**config.mk**
```make
export PLATFORM = sky130hd
export DESIGN_NAME = apsw_power_ctrl
export DESIGN_NICKNAME = d
export VERILOG_FILES = /design/src/hdl/apsw_pkg.sv /design/src/hdl/apsw_power_ctrl.sv /design/src/hdl/apsw_switch_timer.sv
export VERILOG_INCLUDE_DIRS = /design/src /design/src/hdl
export SDC_FILE = /design/constraint.sdc
export NUM_CORES = 1
export LEC_CHECK = 0
export BUFFER_PORTS_ARGS = -buffer_cell sky130_fd_sc_hd__buf_2
export CORE_MARGIN = 2
export CORE_UTILIZATION = 50
export CTS_CLUSTER_SIZE = 12
export DETAILED_ROUTE_END_ITERATION = 10
export GPL_ROUTABILITY_DRIVEN = 0
export PLACE_DENSITY = 0.79
export SLEW_MARGIN = 25
export SYNTH_ARGS = -nofsm -noshare
export SYNTH_HDL_FRONTEND = slang
export SYNTH_SLANG_ARGS = --single-unit
```
**constraint.sdc**
```tcl
create_clock -name core_clk -period 1.95 [get_ports core_clk]
set_input_delay 0.39 -clock core_clk [delete_from_list [all_inputs] [get_ports core_clk]]
set_output_delay 0.39 -clock core_clk [all_outputs]
set_load 0.01 [all_outputs]
```
**src/hdl/apsw_params.svh**
```systemverilog
// Timing constants, wake flag positions and policy reset values for the power-state controller.
// Assumes inclusion by the package, the design modules and the assertion checker only.
`ifndef APSW_PARAMS_SVH
`define APSW_PARAMS_SVH

// ----------------------------------------------------------------
// Timing
// ----------------------------------------------------------------
`define APSW_CLK_HZ 20000000
`define APSW_LONG_PRESS_MS 4000
`define APSW_LONG_PRESS_CYC ((`APSW_CLK_HZ / 1000) * `APSW_LONG_PRESS_MS)
`define APSW_DEBOUNCE_US 10000
`define APSW_DEBOUNCE_CYC ((`APSW_CLK_HZ / 1000000) * `APSW_DEBOUNCE_US)

// ----------------------------------------------------------------
// Settings reset values
// ----------------------------------------------------------------
`define APSW_S5_WAKE_RST 1'b0
`define APSW_PME_EN_RST 1'b0

// ----------------------------------------------------------------
// Wake flag positions
// ----------------------------------------------------------------
`define APSW_WK_LAN 0
`define APSW_WK_MODEM 1
`define APSW_WK_PME 2
`define APSW_WK_SWITCH 3
`define APSW_WK_PS2 4
`define APSW_WK_RTC 5
`define APSW_WK_USB 6
`define APSW_WK_WAKEPIN 7
`define APSW_WK_N 8

`endif

```
**src/hdl/apsw_pkg.sv**
```systemverilog
// Types shared by the power-state controller and its switch timer.
// Assumes apsw_params.svh is on the include path.
`include "apsw_params.svh"

package apsw_pkg;

    // ----------------------------------------------------------------
    // Types
    // ----------------------------------------------------------------
    typedef enum logic [2:0] {
        APSW_ST_S0,
        APSW_ST_S1,
        APSW_ST_S3,
        APSW_ST_S4,
        APSW_ST_S5,
        APSW_ST_BOOT
    } apsw_state_t;

    typedef struct packed {
        logic wakepin;
        logic usb;
        logic rtc;
        logic ps2;
        logic power_switch;
        logic pme;
        logic modem;
        logic lan;
    } apsw_wake_t;

    typedef struct packed {
        logic short_press;
        logic long_press;
    } apsw_press_t;

    typedef struct packed {
        logic req_s1;
        logic req_s3;
        logic req_s4;
        logic req_s5;
    } apsw_os_req_t;

endpackage : apsw_pkg

```
**src/hdl/apsw_power_ctrl.sv**
```systemverilog
// Power-state controller: working, sleep and soft-off states, switches and wake sources.
// Assumes standby clock core_clk, pins asynchronous, OS requests on core_clk.
`include "apsw_params.svh"
module apsw_sync2
(
    input wire logic core_clk,
    input wire logic arst_n,
    input wire logic clk_en,
    input wire logic d,
    output logic q
);
    logic meta_reg;
    always_ff @(posedge core_clk or negedge arst_n)
    begin
        if (!arst_n)
        begin
            meta_reg <= 1'b0;
            q <= 1'b0;
        end
        else if (clk_en)
        begin
            meta_reg <= d;
            q <= meta_reg;
        end
    end
endmodule : apsw_sync2

// Functional notes
// - From soft-off, a press under four seconds powers the system on.
// - From working, a press under four seconds enters sleep.
// - From working, a press over four seconds forces soft-off.
// - From sleep, short press wakes; long press forces soft-off.
// - Modem, PS/2 and USB wake only from S1 or S3.
// - Switch, RTC, wake pin, LAN and PME wake from S1, S3, S4, S5.
// - LAN and PME wake from S5 need a setting that resets disabled.
// - With that setting enabled, LAN wake in S5 starts the system.
// - Leaving S5 always runs a full cold boot.
// - An OS soft-off command removes power and enters S5.
// - In S0, a short power press and any sleep switch press both enter S3.
// - Fans run in S0 and S1 only.
// - After AC loss, restore prior state as the policy allows.
module apsw_power_ctrl
    import apsw_pkg::*;
#(
    parameter int unsigned DEBOUNCE_CYC = `APSW_DEBOUNCE_CYC,
    parameter int unsigned LONG_CYC = `APSW_LONG_PRESS_CYC,
    parameter int unsigned BOOT_CYC = 16
)
(
    input wire logic core_clk,
    input wire logic arst_n,
    input wire logic clk_en,
    input wire logic pwr_sw_n,
    input wire logic sleep_sw_n,
    input wire logic [`APSW_WK_N-1:0] wake_pins,
    input apsw_os_req_t os_req,
    input wire logic s5_wake_en,
    input wire logic pme_wake_en,
    input wire logic restore_on_en,
    input wire logic last_state_on,
    input wire logic [`APSW_WK_N-1:0] wake_clr,
    output logic main_pwr_on,
    output logic cold_boot,
    output logic fan_on,
    output logic sleep_req,
    output apsw_state_t state,
    output apsw_wake_t wake_flags
);

    localparam int BW = $clog2(BOOT_CYC + 1);

    apsw_state_t state_reg;
    apsw_state_t state_next;
    logic [`APSW_WK_N-1:0] flag_reg;
    logic [BW-1:0] boot_cnt_reg;
    logic restore_done_reg;
    logic pwr_sync;
    logic sleep_sync;
    logic sleep_sync_d_reg;
    logic [`APSW_WK_N-1:0] wake_sync;
    apsw_press_t pwr_press;
    apsw_press_t slp_press;

    // ----------------------------------------------------------------
    // Input synchronisers
    // ----------------------------------------------------------------
    apsw_sync2 u_sync_pwr (.core_clk(core_clk), .arst_n(arst_n), .clk_en(clk_en),
        .d(!pwr_sw_n), .q(pwr_sync));
    apsw_sync2 u_sync_slp (.core_clk(core_clk), .arst_n(arst_n), .clk_en(clk_en),
        .d(!sleep_sw_n), .q(sleep_sync));
    for (genvar i = 0; i < `APSW_WK_N; i++)
    begin : g_wsync
        apsw_sync2 u_sync_wk (.core_clk(core_clk), .arst_n(arst_n), .clk_en(clk_en),
            .d(wake_pins[i]), .q(wake_sync[i]));
    end

    apsw_switch_timer #(.DEBOUNCE_CYC(DEBOUNCE_CYC), .LONG_CYC(LONG_CYC)) u_pwr_timer
    (
        .core_clk(core_clk),
        .arst_n(arst_n),
        .clk_en(clk_en),
        .sw_level(pwr_sync),
        .press(pwr_press)
    );

    apsw_switch_timer #(.DEBOUNCE_CYC(DEBOUNCE_CYC), .LONG_CYC(LONG_CYC)) u_slp_timer
    (
        .core_clk(core_clk),
        .arst_n(arst_n),
        .clk_en(clk_en),
        .sw_level(sleep_sync),
        .press(slp_press)
    );

    // ----------------------------------------------------------------
    // Wake qualification
    // ----------------------------------------------------------------
    wire in_light = (state_reg == APSW_ST_S1) || (state_reg == APSW_ST_S3);
    wire in_deep = (state_reg == APSW_ST_S4) || (state_reg == APSW_ST_S5);
    wire asleep = in_light || in_deep;
    wire s5_gate = (state_reg != APSW_ST_S5) || s5_wake_en;
    wire lan_ok = asleep && s5_gate;
    wire pme_ok = asleep && s5_gate && pme_wake_en;
    wire [`APSW_WK_N-1:0] wake_ok;
    assign wake_ok[`APSW_WK_LAN] = lan_ok && wake_sync[`APSW_WK_LAN];
    assign wake_ok[`APSW_WK_PME] = pme_ok && wake_sync[`APSW_WK_PME];
    assign wake_ok[`APSW_WK_MODEM] = in_light && wake_sync[`APSW_WK_MODEM];
    assign wake_ok[`APSW_WK_PS2] = in_light && wake_sync[`APSW_WK_PS2];
    assign wake_ok[`APSW_WK_USB] = in_light && wake_sync[`APSW_WK_USB];
    assign wake_ok[`APSW_WK_RTC] = asleep && wake_sync[`APSW_WK_RTC];
    assign wake_ok[`APSW_WK_WAKEPIN] = asleep && wake_sync[`APSW_WK_WAKEPIN];
    assign wake_ok[`APSW_WK_SWITCH] = asleep && pwr_press.short_press;
    wire any_wake = |wake_ok;
    wire slp_edge = slp_press.short_press || slp_press.long_press;

    // ----------------------------------------------------------------
    // State transitions
    // ----------------------------------------------------------------
    // Long press outranks everything so the forced off cannot be vetoed by software
    always_comb
    begin
        state_next = state_reg;
        case (state_reg)
            APSW_ST_S0:
            begin
                if (pwr_press.long_press)
                    state_next = APSW_ST_S5;
                else if (os_req.req_s5)
                    state_next = APSW_ST_S5;
                else if (pwr_press.short_press || slp_edge)
                    state_next = APSW_ST_S3;
                else if (os_req.req_s4)
                    state_next = APSW_ST_S4;
                else if (os_req.req_s3)
                    state_next = APSW_ST_S3;
                else if (os_req.req_s1)
                    state_next = APSW_ST_S1;
            end
            APSW_ST_S1, APSW_ST_S3, APSW_ST_S4:
            begin
                if (pwr_press.long_press)
                    state_next = APSW_ST_S5;
                else if (os_req.req_s5)
                    state_next = APSW_ST_S5;
                else if (any_wake)
                    state_next = APSW_ST_S0;
            end
            APSW_ST_S5:
            begin
                if (any_wake)
                    state_next = APSW_ST_BOOT;
                else if (!restore_done_reg && restore_on_en && last_state_on)
                    state_next = APSW_ST_BOOT;
            end
            APSW_ST_BOOT:
            begin
                if (pwr_press.long_press)
                    state_next = APSW_ST_S5;
                else if (boot_cnt_reg == BW'(BOOT_CYC))
                    state_next = APSW_ST_S0;
            end
            default:
                state_next = APSW_ST_S5;
        endcase
    end

    always_ff @(posedge core_clk or negedge arst_n)
    begin
        if (!arst_n)
        begin
            state_reg <= APSW_ST_S5;
            boot_cnt_reg <= '0;
            restore_done_reg <= 1'b0;
            sleep_sync_d_reg <= 1'b0;
        end
        else if (clk_en)
        begin
            state_reg <= state_next;
            restore_done_reg <= 1'b1;
            sleep_sync_d_reg <= slp_edge;
            boot_cnt_reg <= (state_reg == APSW_ST_BOOT) ? boot_cnt_reg + 1'b1 : '0;
        end
    end

    // Set wins over a clear in the same cycle so no wake cause is lost
    always_ff @(posedge core_clk or negedge arst_n)
    begin
        if (!arst_n)
            flag_reg <= '0;
        else if (clk_en)
            flag_reg <= (flag_reg & ~wake_clr) | wake_ok;
    end

    // ----------------------------------------------------------------
    // Outputs
    // ----------------------------------------------------------------
    assign state = state_reg;
    assign wake_flags = flag_reg;
    assign main_pwr_on = (state_reg == APSW_ST_S0) || (state_reg == APSW_ST_S1)
        || (state_reg == APSW_ST_BOOT);
    assign cold_boot = (state_reg == APSW_ST_BOOT);
    assign fan_on = (state_reg == APSW_ST_S0) || (state_reg == APSW_ST_S1);
    assign sleep_req = sleep_sync_d_reg && (state_reg == APSW_ST_S3);

endmodule : apsw_power_ctrl

```
**src/hdl/apsw_switch_timer.sv**
```systemverilog
// Debounces one synchronised switch level and classifies each press by duration.
// Assumes the input is already synchronised to core_clk.
`include "apsw_params.svh"
module apsw_switch_timer
    import apsw_pkg::*;
#(
    parameter int unsigned DEBOUNCE_CYC = `APSW_DEBOUNCE_CYC,
    parameter int unsigned LONG_CYC = `APSW_LONG_PRESS_CYC
)
(
    input wire logic core_clk,
    input wire logic arst_n,
    input wire logic clk_en,
    input wire logic sw_level,
    output apsw_press_t press
);

    localparam int CW = $clog2(LONG_CYC + 1);
    localparam int DW = $clog2(DEBOUNCE_CYC + 1);

    logic stable_reg;
    logic [DW-1:0] db_cnt_reg;
    logic [CW-1:0] hold_cnt_reg;
    logic long_done_reg;
    apsw_press_t press_reg;

    // ----------------------------------------------------------------
    // Debounce and hold timing
    // ----------------------------------------------------------------
    wire differ = (sw_level != stable_reg);
    wire db_done = (db_cnt_reg == DW'(DEBOUNCE_CYC));
    wire hold_full = (hold_cnt_reg == CW'(LONG_CYC));
    wire released = differ && db_done && stable_reg;

    assign press = press_reg;

    always_ff @(posedge core_clk or negedge arst_n)
    begin
        if (!arst_n)
        begin
            stable_reg <= 1'b0;
            db_cnt_reg <= '0;
            hold_cnt_reg <= '0;
            long_done_reg <= 1'b0;
            press_reg <= '0;
        end
        else if (clk_en)
        begin
            press_reg <= '0;
            db_cnt_reg <= differ ? (db_done ? '0 : db_cnt_reg + 1'b1) : '0;
            if (differ && db_done)
                stable_reg <= sw_level;
            if (stable_reg && !hold_full)
                hold_cnt_reg <= hold_cnt_reg + 1'b1;
            if (stable_reg && hold_full && !long_done_reg)
            begin
                // Long press fires while still held: a forced off never waits for release
                press_reg.long_press <= 1'b1;
                long_done_reg <= 1'b1;
            end
            if (released)
            begin
                press_reg.short_press <= !long_done_reg;
                hold_cnt_reg <= '0;
                long_done_reg <= 1'b0;
            end
        end
    end

endmodule : apsw_switch_timer

```
# After elaboration in Yosys (flattened, before gate mapping)
# Cells that the tools add are included.
# totals
reg_bits	134
# classes
add_sub_neg	5
n_eq_ne	17
muxes	31
n_bitwise	3
n_reduce_logical	52
# ops
cell	n
27-bit two-way mux	4
18-bit two-way mux	4
27-bit by 1-bit adder with 27-bit output, second input constant	2
27-bit == test, second input constant	2
3-bit two-way mux	13
18-bit by 1-bit adder with 18-bit output, second input constant	2
18-bit == test, second input constant	2
1-bit logical AND	23
3-bit case mux with 4 select lines	1
2-bit AND reduction	6
8-bit bitwise AND	1
1-bit logical OR	8
1-bit two-way mux	8
8-bit NOT	1
8-bit OR	1
2-bit nonzero test	4
8-bit OR reduction	1
1-bit logical NOT	7
7-bit by 6-bit != test with 1-bit output, second input constant	1
3-bit by 2-bit == test with 1-bit output, second input constant	2
3-bit == test, second input constant	2
5-bit by 1-bit adder with 5-bit output, second input constant	1
5-bit == test, second input constant	1
5-bit two-way mux	1
9 further kinds	10

# Longest topological paths before layout
# logic_depth
word_depth	11
depth_mapped	8

# Modules after synthesis
# From an unflattened synthesis, not the netlist that was laid out.
# hier_totals
hier_cells	766
area_unflattened_um2	7472.2
# modules_own_cells
module	n_inst	cells_each	area_per_inst_um2	seq_area_each_um2
apsw_switch_timer	2	309	2892.8	1226.2
apsw_power_ctrl	1	112	1033.5	451.7
apsw_sync2	9	4	72.6	50.0

# Least setup slack after synthesis
# No wires, ideal clock.
# synth_path
path_type	register to register
startpoint	reg state_reg[2], in the netlist state[2]
endpoint	reg state_reg[1], in the netlist state[1]
setup_ns	0.125
arrival_ns	1.864
slack_ns	-0.038
path_stages_with_launch	7
n_path_buf	1
period_less_slack_ns	1.988
path_cell_list	dfstp_2 -> buf_1 -> nand2_1 -> mux2i_1 -> o21ai_0 -> a31oi_1 -> mux2_2
# synth_via
elab_chain_len	9
word_cells_on_any_way	30
cone_classes	eq/ne (10); mux (2); reduce/logical (18)
# synth_rtl
element	line	source
start, declared	apsw_power_ctrl.sv:72	apsw_state_t state_reg;
start signal, assigned	apsw_power_ctrl.sv:198	state_reg <= state_next;
3-bit by 1-bit == test with 1-bit output, or another cell as far along	apsw_power_ctrl.sv:118, apsw_power_ctrl.sv:143	
1-bit logical OR, on equally long branches	apsw_power_ctrl.sv:118, apsw_power_ctrl.sv:119	
1-bit logical OR	apsw_power_ctrl.sv:120	wire asleep = in_light || in_deep;
1-bit logical AND	apsw_power_ctrl.sv:122, apsw_power_ctrl.sv:123	
1-bit logical AND	apsw_power_ctrl.sv:123	wire pme_ok = asleep && s5_gate && pme_wake_en;
1-bit logical AND	apsw_power_ctrl.sv:126	assign wake_ok[`APSW_WK_PME] = pme_ok && wake_sync[`APSW_WK_PME];
8-bit OR reduction	apsw_power_ctrl.sv:133	wire any_wake = |wake_ok;
4-bit by 3-bit != test with 1-bit output (no line), or another cell as far along	n/a	
5-bit AND reduction (no line) or 3-bit case mux with 4 select lines (tied branches)	n/a	
# Parallel ways exist; a longest one is shown, timed or not.
# A chain may end at the register's enable or synchronous reset.

# Final worst setup path
# layout_path
startpoint	reg u_slp_timer.hold_cnt_reg[4]
endpoint	reg u_slp_timer.hold_cnt_reg[4]
# layout_via
elab_chain_len	5
word_cells_on_any_way	8
cone_classes	add/sub (1); eq/ne (1); mux (2); reduce/logical (4)
# layout_rtl
element	line	source
start, declared	apsw_switch_timer.sv:23	logic [CW-1:0] hold_cnt_reg;
start signal, assigned	apsw_switch_timer.sv:54	hold_cnt_reg <= hold_cnt_reg + 1'b1;
branches (longest 5 deep; another with 27-bit by 1-bit adder with 27-bit output)	n/a	
# Several ways; the timed one is not identified. The select of a mux whose other input is x is not followed.

==> impl_metrics.py <==
metrics = {
    "status": {
        "status": "complete, but fails checks",
        "violations": "setup timing",
    },
    "synthesis": {
        "avgSynthCellArea_um2": 9.95,
        "synth_common_cells": "dfrtp_1 (133), nor2_1 (89), xor2_1 (53), nand2_1 (46), nand3_1 (44)",
        "synth-compound-area-share_pct": 8.18,
        "synth_top_area_share_pct": 49.3,
        "synthTopCellsByArea": "dfrtp_1 (49%), xor2_1 (6.9%), nor2_1 (5.0%)",
        "synth_nets": 717,
        "synthesis.instances": 678,
        "synth_cell_types": 52,
        "synth_top_family_by_area": "simple AND/OR/NAND/NOR gates",
        "synth-xor-area-share_pct": 9.61,
        "ys_warn_count": 0,
        "synth_edf_count": 0,
        "synth_fa_ha_area_share_pct": 1.85,
        "synthArstFlopShare_pct": 100,
        "synth-seq-area-share_pct": 49.7,
        "synthMuxAreaShare_pct": 3.93,
        "yosysMostFrequentCell": "dfrtp_1",
        "syn_area_um2": 6750,
        "synthSimpleGateAreaFrac_pct": 24.1,
        "ys.flop_type": "dfrtp_1",
        "synth_largest_area_cell": "dfrtp_1",
        "synth-seq-cells": 134,
    },
    "critical_path": {
        "critPathMaxStageDelay_ns": 0.52,
        "r2r-end": "u_slp_timer.hold_cnt_reg[4]",
        "path_class": "register to register",
        "worst_ep_required_time_ns": 2.25,
        "critical_path.startpoint": "u_slp_timer.hold_cnt_reg[4]",
        "worstPathArrival_ns": 2.31,
        "cp-endpoint": "u_slp_timer.hold_cnt_reg[4]",
        "crit_chain": "or4_1 -> or4_4 -> o211ai_1 -> xor2_1 -> nor2_1",
        "reg2reg_setup_slack_ns": -0.05,
        "reg2reg_depth": 5,
        "endpoint_kind": "register",
        "crit_family": "simple AND/OR/NAND/NOR gates",
        "startpoint_type": "register",
        "rr_startpoint": "u_slp_timer.hold_cnt_reg[4]",
        "crit_slowest_cell": "or4_1",
        "worstSetupPathDepth": 5,
        "crit_buf_inv": 0,
        "crit_path_max_fanout": 6,
    },
    "placement": {
        "place.port_buffers": 42,
        "dp_hpwl_mm": 10.3,
        "dpl_cell_area_um2": 7510,
    },
    "timing": {
        "max_slew_margin_pct": 63.9,
        "finalCriticalPeriod_ns": 2.00,
        "grt_setup_unrepaired": "yes",
        "fmax_mhz": 499,
        "tightest_slew_ns": 0.541,
        "fin_skew_ns": 0.0109,
        "hold_viol": 0,
        "final_max_slew_viol_count": 0,
        "fin_ws_ns": -0.0523,
        "setup_viol": 6,
        "fin_crit_sh_pct": 103,
    },
    "finish": {
        "final_cell_area_um2": 8270,
        "multiInputGateArea_um2": 3300,
        "fill_cells": 1033,
        "diodes": 0,
        "drive_gt1_share_pct": 22.4,
        "area_growth_pct": 22.6,
        "seq_area_um2": 3350,
        "final_nets": 812,
        "utilization_pct": 62.7,
    },
    "power_and_ir_drop": {
        "clkPwrFrac_pct": 43.4,
        "p_per_area_nw_per_um2": 945,
        "irDropWorstVdd_mv": 0.805,
        "intPower_w": 0.00566,
        "total_leakage_power_nw": 3.84,
        "p_switching_w": 0.00216,
        "p_seq_share_pct": 39.4,
        "sw_frac_of_total_pct": 27.6,
        "share_comb_of_total_power_pct": 17.2,
    },
    "route": {
        "totalWireLength_mm": 15.2,
        "vias": 5529,
        "drc_errors": 0,
        "wl_per_cell_um": 15.8,
        "wl_met2_mm": 7.73,
        "drt.antenna.violating_nets": 0,
        "vias_per_cell": 5.75,
        "dr_wl_met3_um": 594,
        "first_pass_iters": 5,
        "highest_layer": "met4",
        "drtIter0Drc": 326,
        "m1WireLength_mm": 6.70,
    },
    "global_route": {
        "grt_pass1_wl_mm": 26.3,
        "antenna_found_initial": 0,
        "grt_pass1_vias": 5730,
        "grt_max_degree": 48,
        "track_usage_pct": 22.8,
        "overflow": 0,
    },
    "cts": {
        "cts_buffers": 17,
        "root_buffer": "clkbuf_16",
        "cts_sinks": 134,
        "cts_max_path_buffers": 2,
        "clock_latency_ns": 0.43,
        "tritoncts": "yes",
        "cts.htree.levels": 4,
        "clk_pin_slew_ns": 0.06,
    },
    "run": {
        "cap_violations": 0,
    },
    "die": {
        "initial_core_util_pct": 51.1,
        "dieArea_um2": 14400,
        "core_um2": 13200,
        "row_count": 42,
        "io_pins": 44,
        "fp.dieH_um": 120,
        "die_x_um": 120,
    },
    "worst_hold_path": {
        "hold_depth": 2,
        "hp-class": "input port to register",
    },
}
[worst register-to-register path, stage by stage, from the launching register on]
cell and delay [ns]:
dfrtp_1 0.37, or4_1 0.52, or4_4 0.49, o211ai_1 0.26
xor2_1 0.18, nor2_1 0.06
[worst min-delay path by stage]
| stage | start | endpoint | slack (ns) |
|---|---|---|---|
| floorplan | arst_n | boot_cnt_reg[0] | 0.09 |
| global placement | arst_n | u_sync_pwr.meta_reg | 0.40 |
| detailed placement | arst_n | u_pwr_timer.long_done_reg | 0.40 |
| CTS | pwr_sw_n | u_sync_pwr.meta_reg | 0.13 |
| global route | sleep_sw_n | u_sync_slp.meta_reg | 0.14 |
| finish | sleep_sw_n | u_sync_slp.meta_reg | 0.14 |
[per-layer routing]
layer | vias up | global-route usage [%]
li1 | 2595 | -
met1 | 2805 | 28.0
met2 | 109 | 38.5
met3 | 20 | 6.84
met4 | 0 | 7.21
met5 | - | 0
[kinds of logic after synthesis]
group                      count (synthesis)
buffers and inverters                     45
adders and majority gates                 10
DFF                                      134
AOI/OAI and AO/OA                         82
and+or+nand+nor                          309
muxes                                     24
xor gates and xnor gates                  74
[through the flow]
| stage | cells | setup slack, ns | TNS (ns) | hold WS [ns] | power, W |
|---|---|---|---|---|---|
| 5_1_grt | 962 | -0.107 | -0.651 | 0.142 | 0.00811 |
| 6_report | 962 | -0.0523 | -0.148 | 0.141 | 0.00782 |
| 3_5_place_dp | 925 | -0.0709 | -0.283 | 0.404 | 0.00429 |
| 3_3_place_gp | 925 | -0.0352 | -0.114 | 0.396 | 0.00424 |
| 4_1_cts | 959 | -0.0334 | -0.0841 | 0.133 | 0.00774 |
| 2_1_floorplan | 678 | 0.00845 | 0 | 0.0944 | 0.00378 |
[repair_timing]
action / in CTS / in global routing
hold endpoints to repair: 35 / 0
pin swaps: 0 / 5
setup buffers: 2 / 3
resized for setup: 8 / 18
setup endpoints to repair: 10 / 49
hold buffers: 1 / 0
[power groups by stage]
| stage | registers [W] | clock network [W] | logic, W |
|---|---|---|---|
| detailed placement | 0.00313 | 0 | 0.00116 |
| floorplan | 0.00315 | 0 | 0.000636 |
| CTS | 0.00307 | 0.00343 | 0.00125 |
| finish | 0.00308 | 0.00340 | 0.00134 |
| global placement | 0.00312 | 0 | 0.00112 |
| global route | 0.00309 | 0.00355 | 0.00147 |
[placed cells by master (no fill, tap or decap), types with 15 or more instances in the layout]
cell type,count
nor2_1,88
nand4_1,23
dfrtp_1,133
mux2_2,20
buf_2,40
o21ai_0,19
xnor2_1,21
and3_1,22
xor2_1,53
clkbuf_16,17
nand3_1,43
a21oi_1,15
inv_1,17
buf_4,54
nand2_1,46
[area by class of cell]
type	instances	area share, %
clock buffers	18	5.31
repair buffers	101	8.47
multi-input cells	499	39.8
clock inverters	14	2.25
flip-flops and latches	134	40.5
inverters	20	0.938
well taps	176	2.66
No activity file was read; power rests on OpenSTA's default activity.
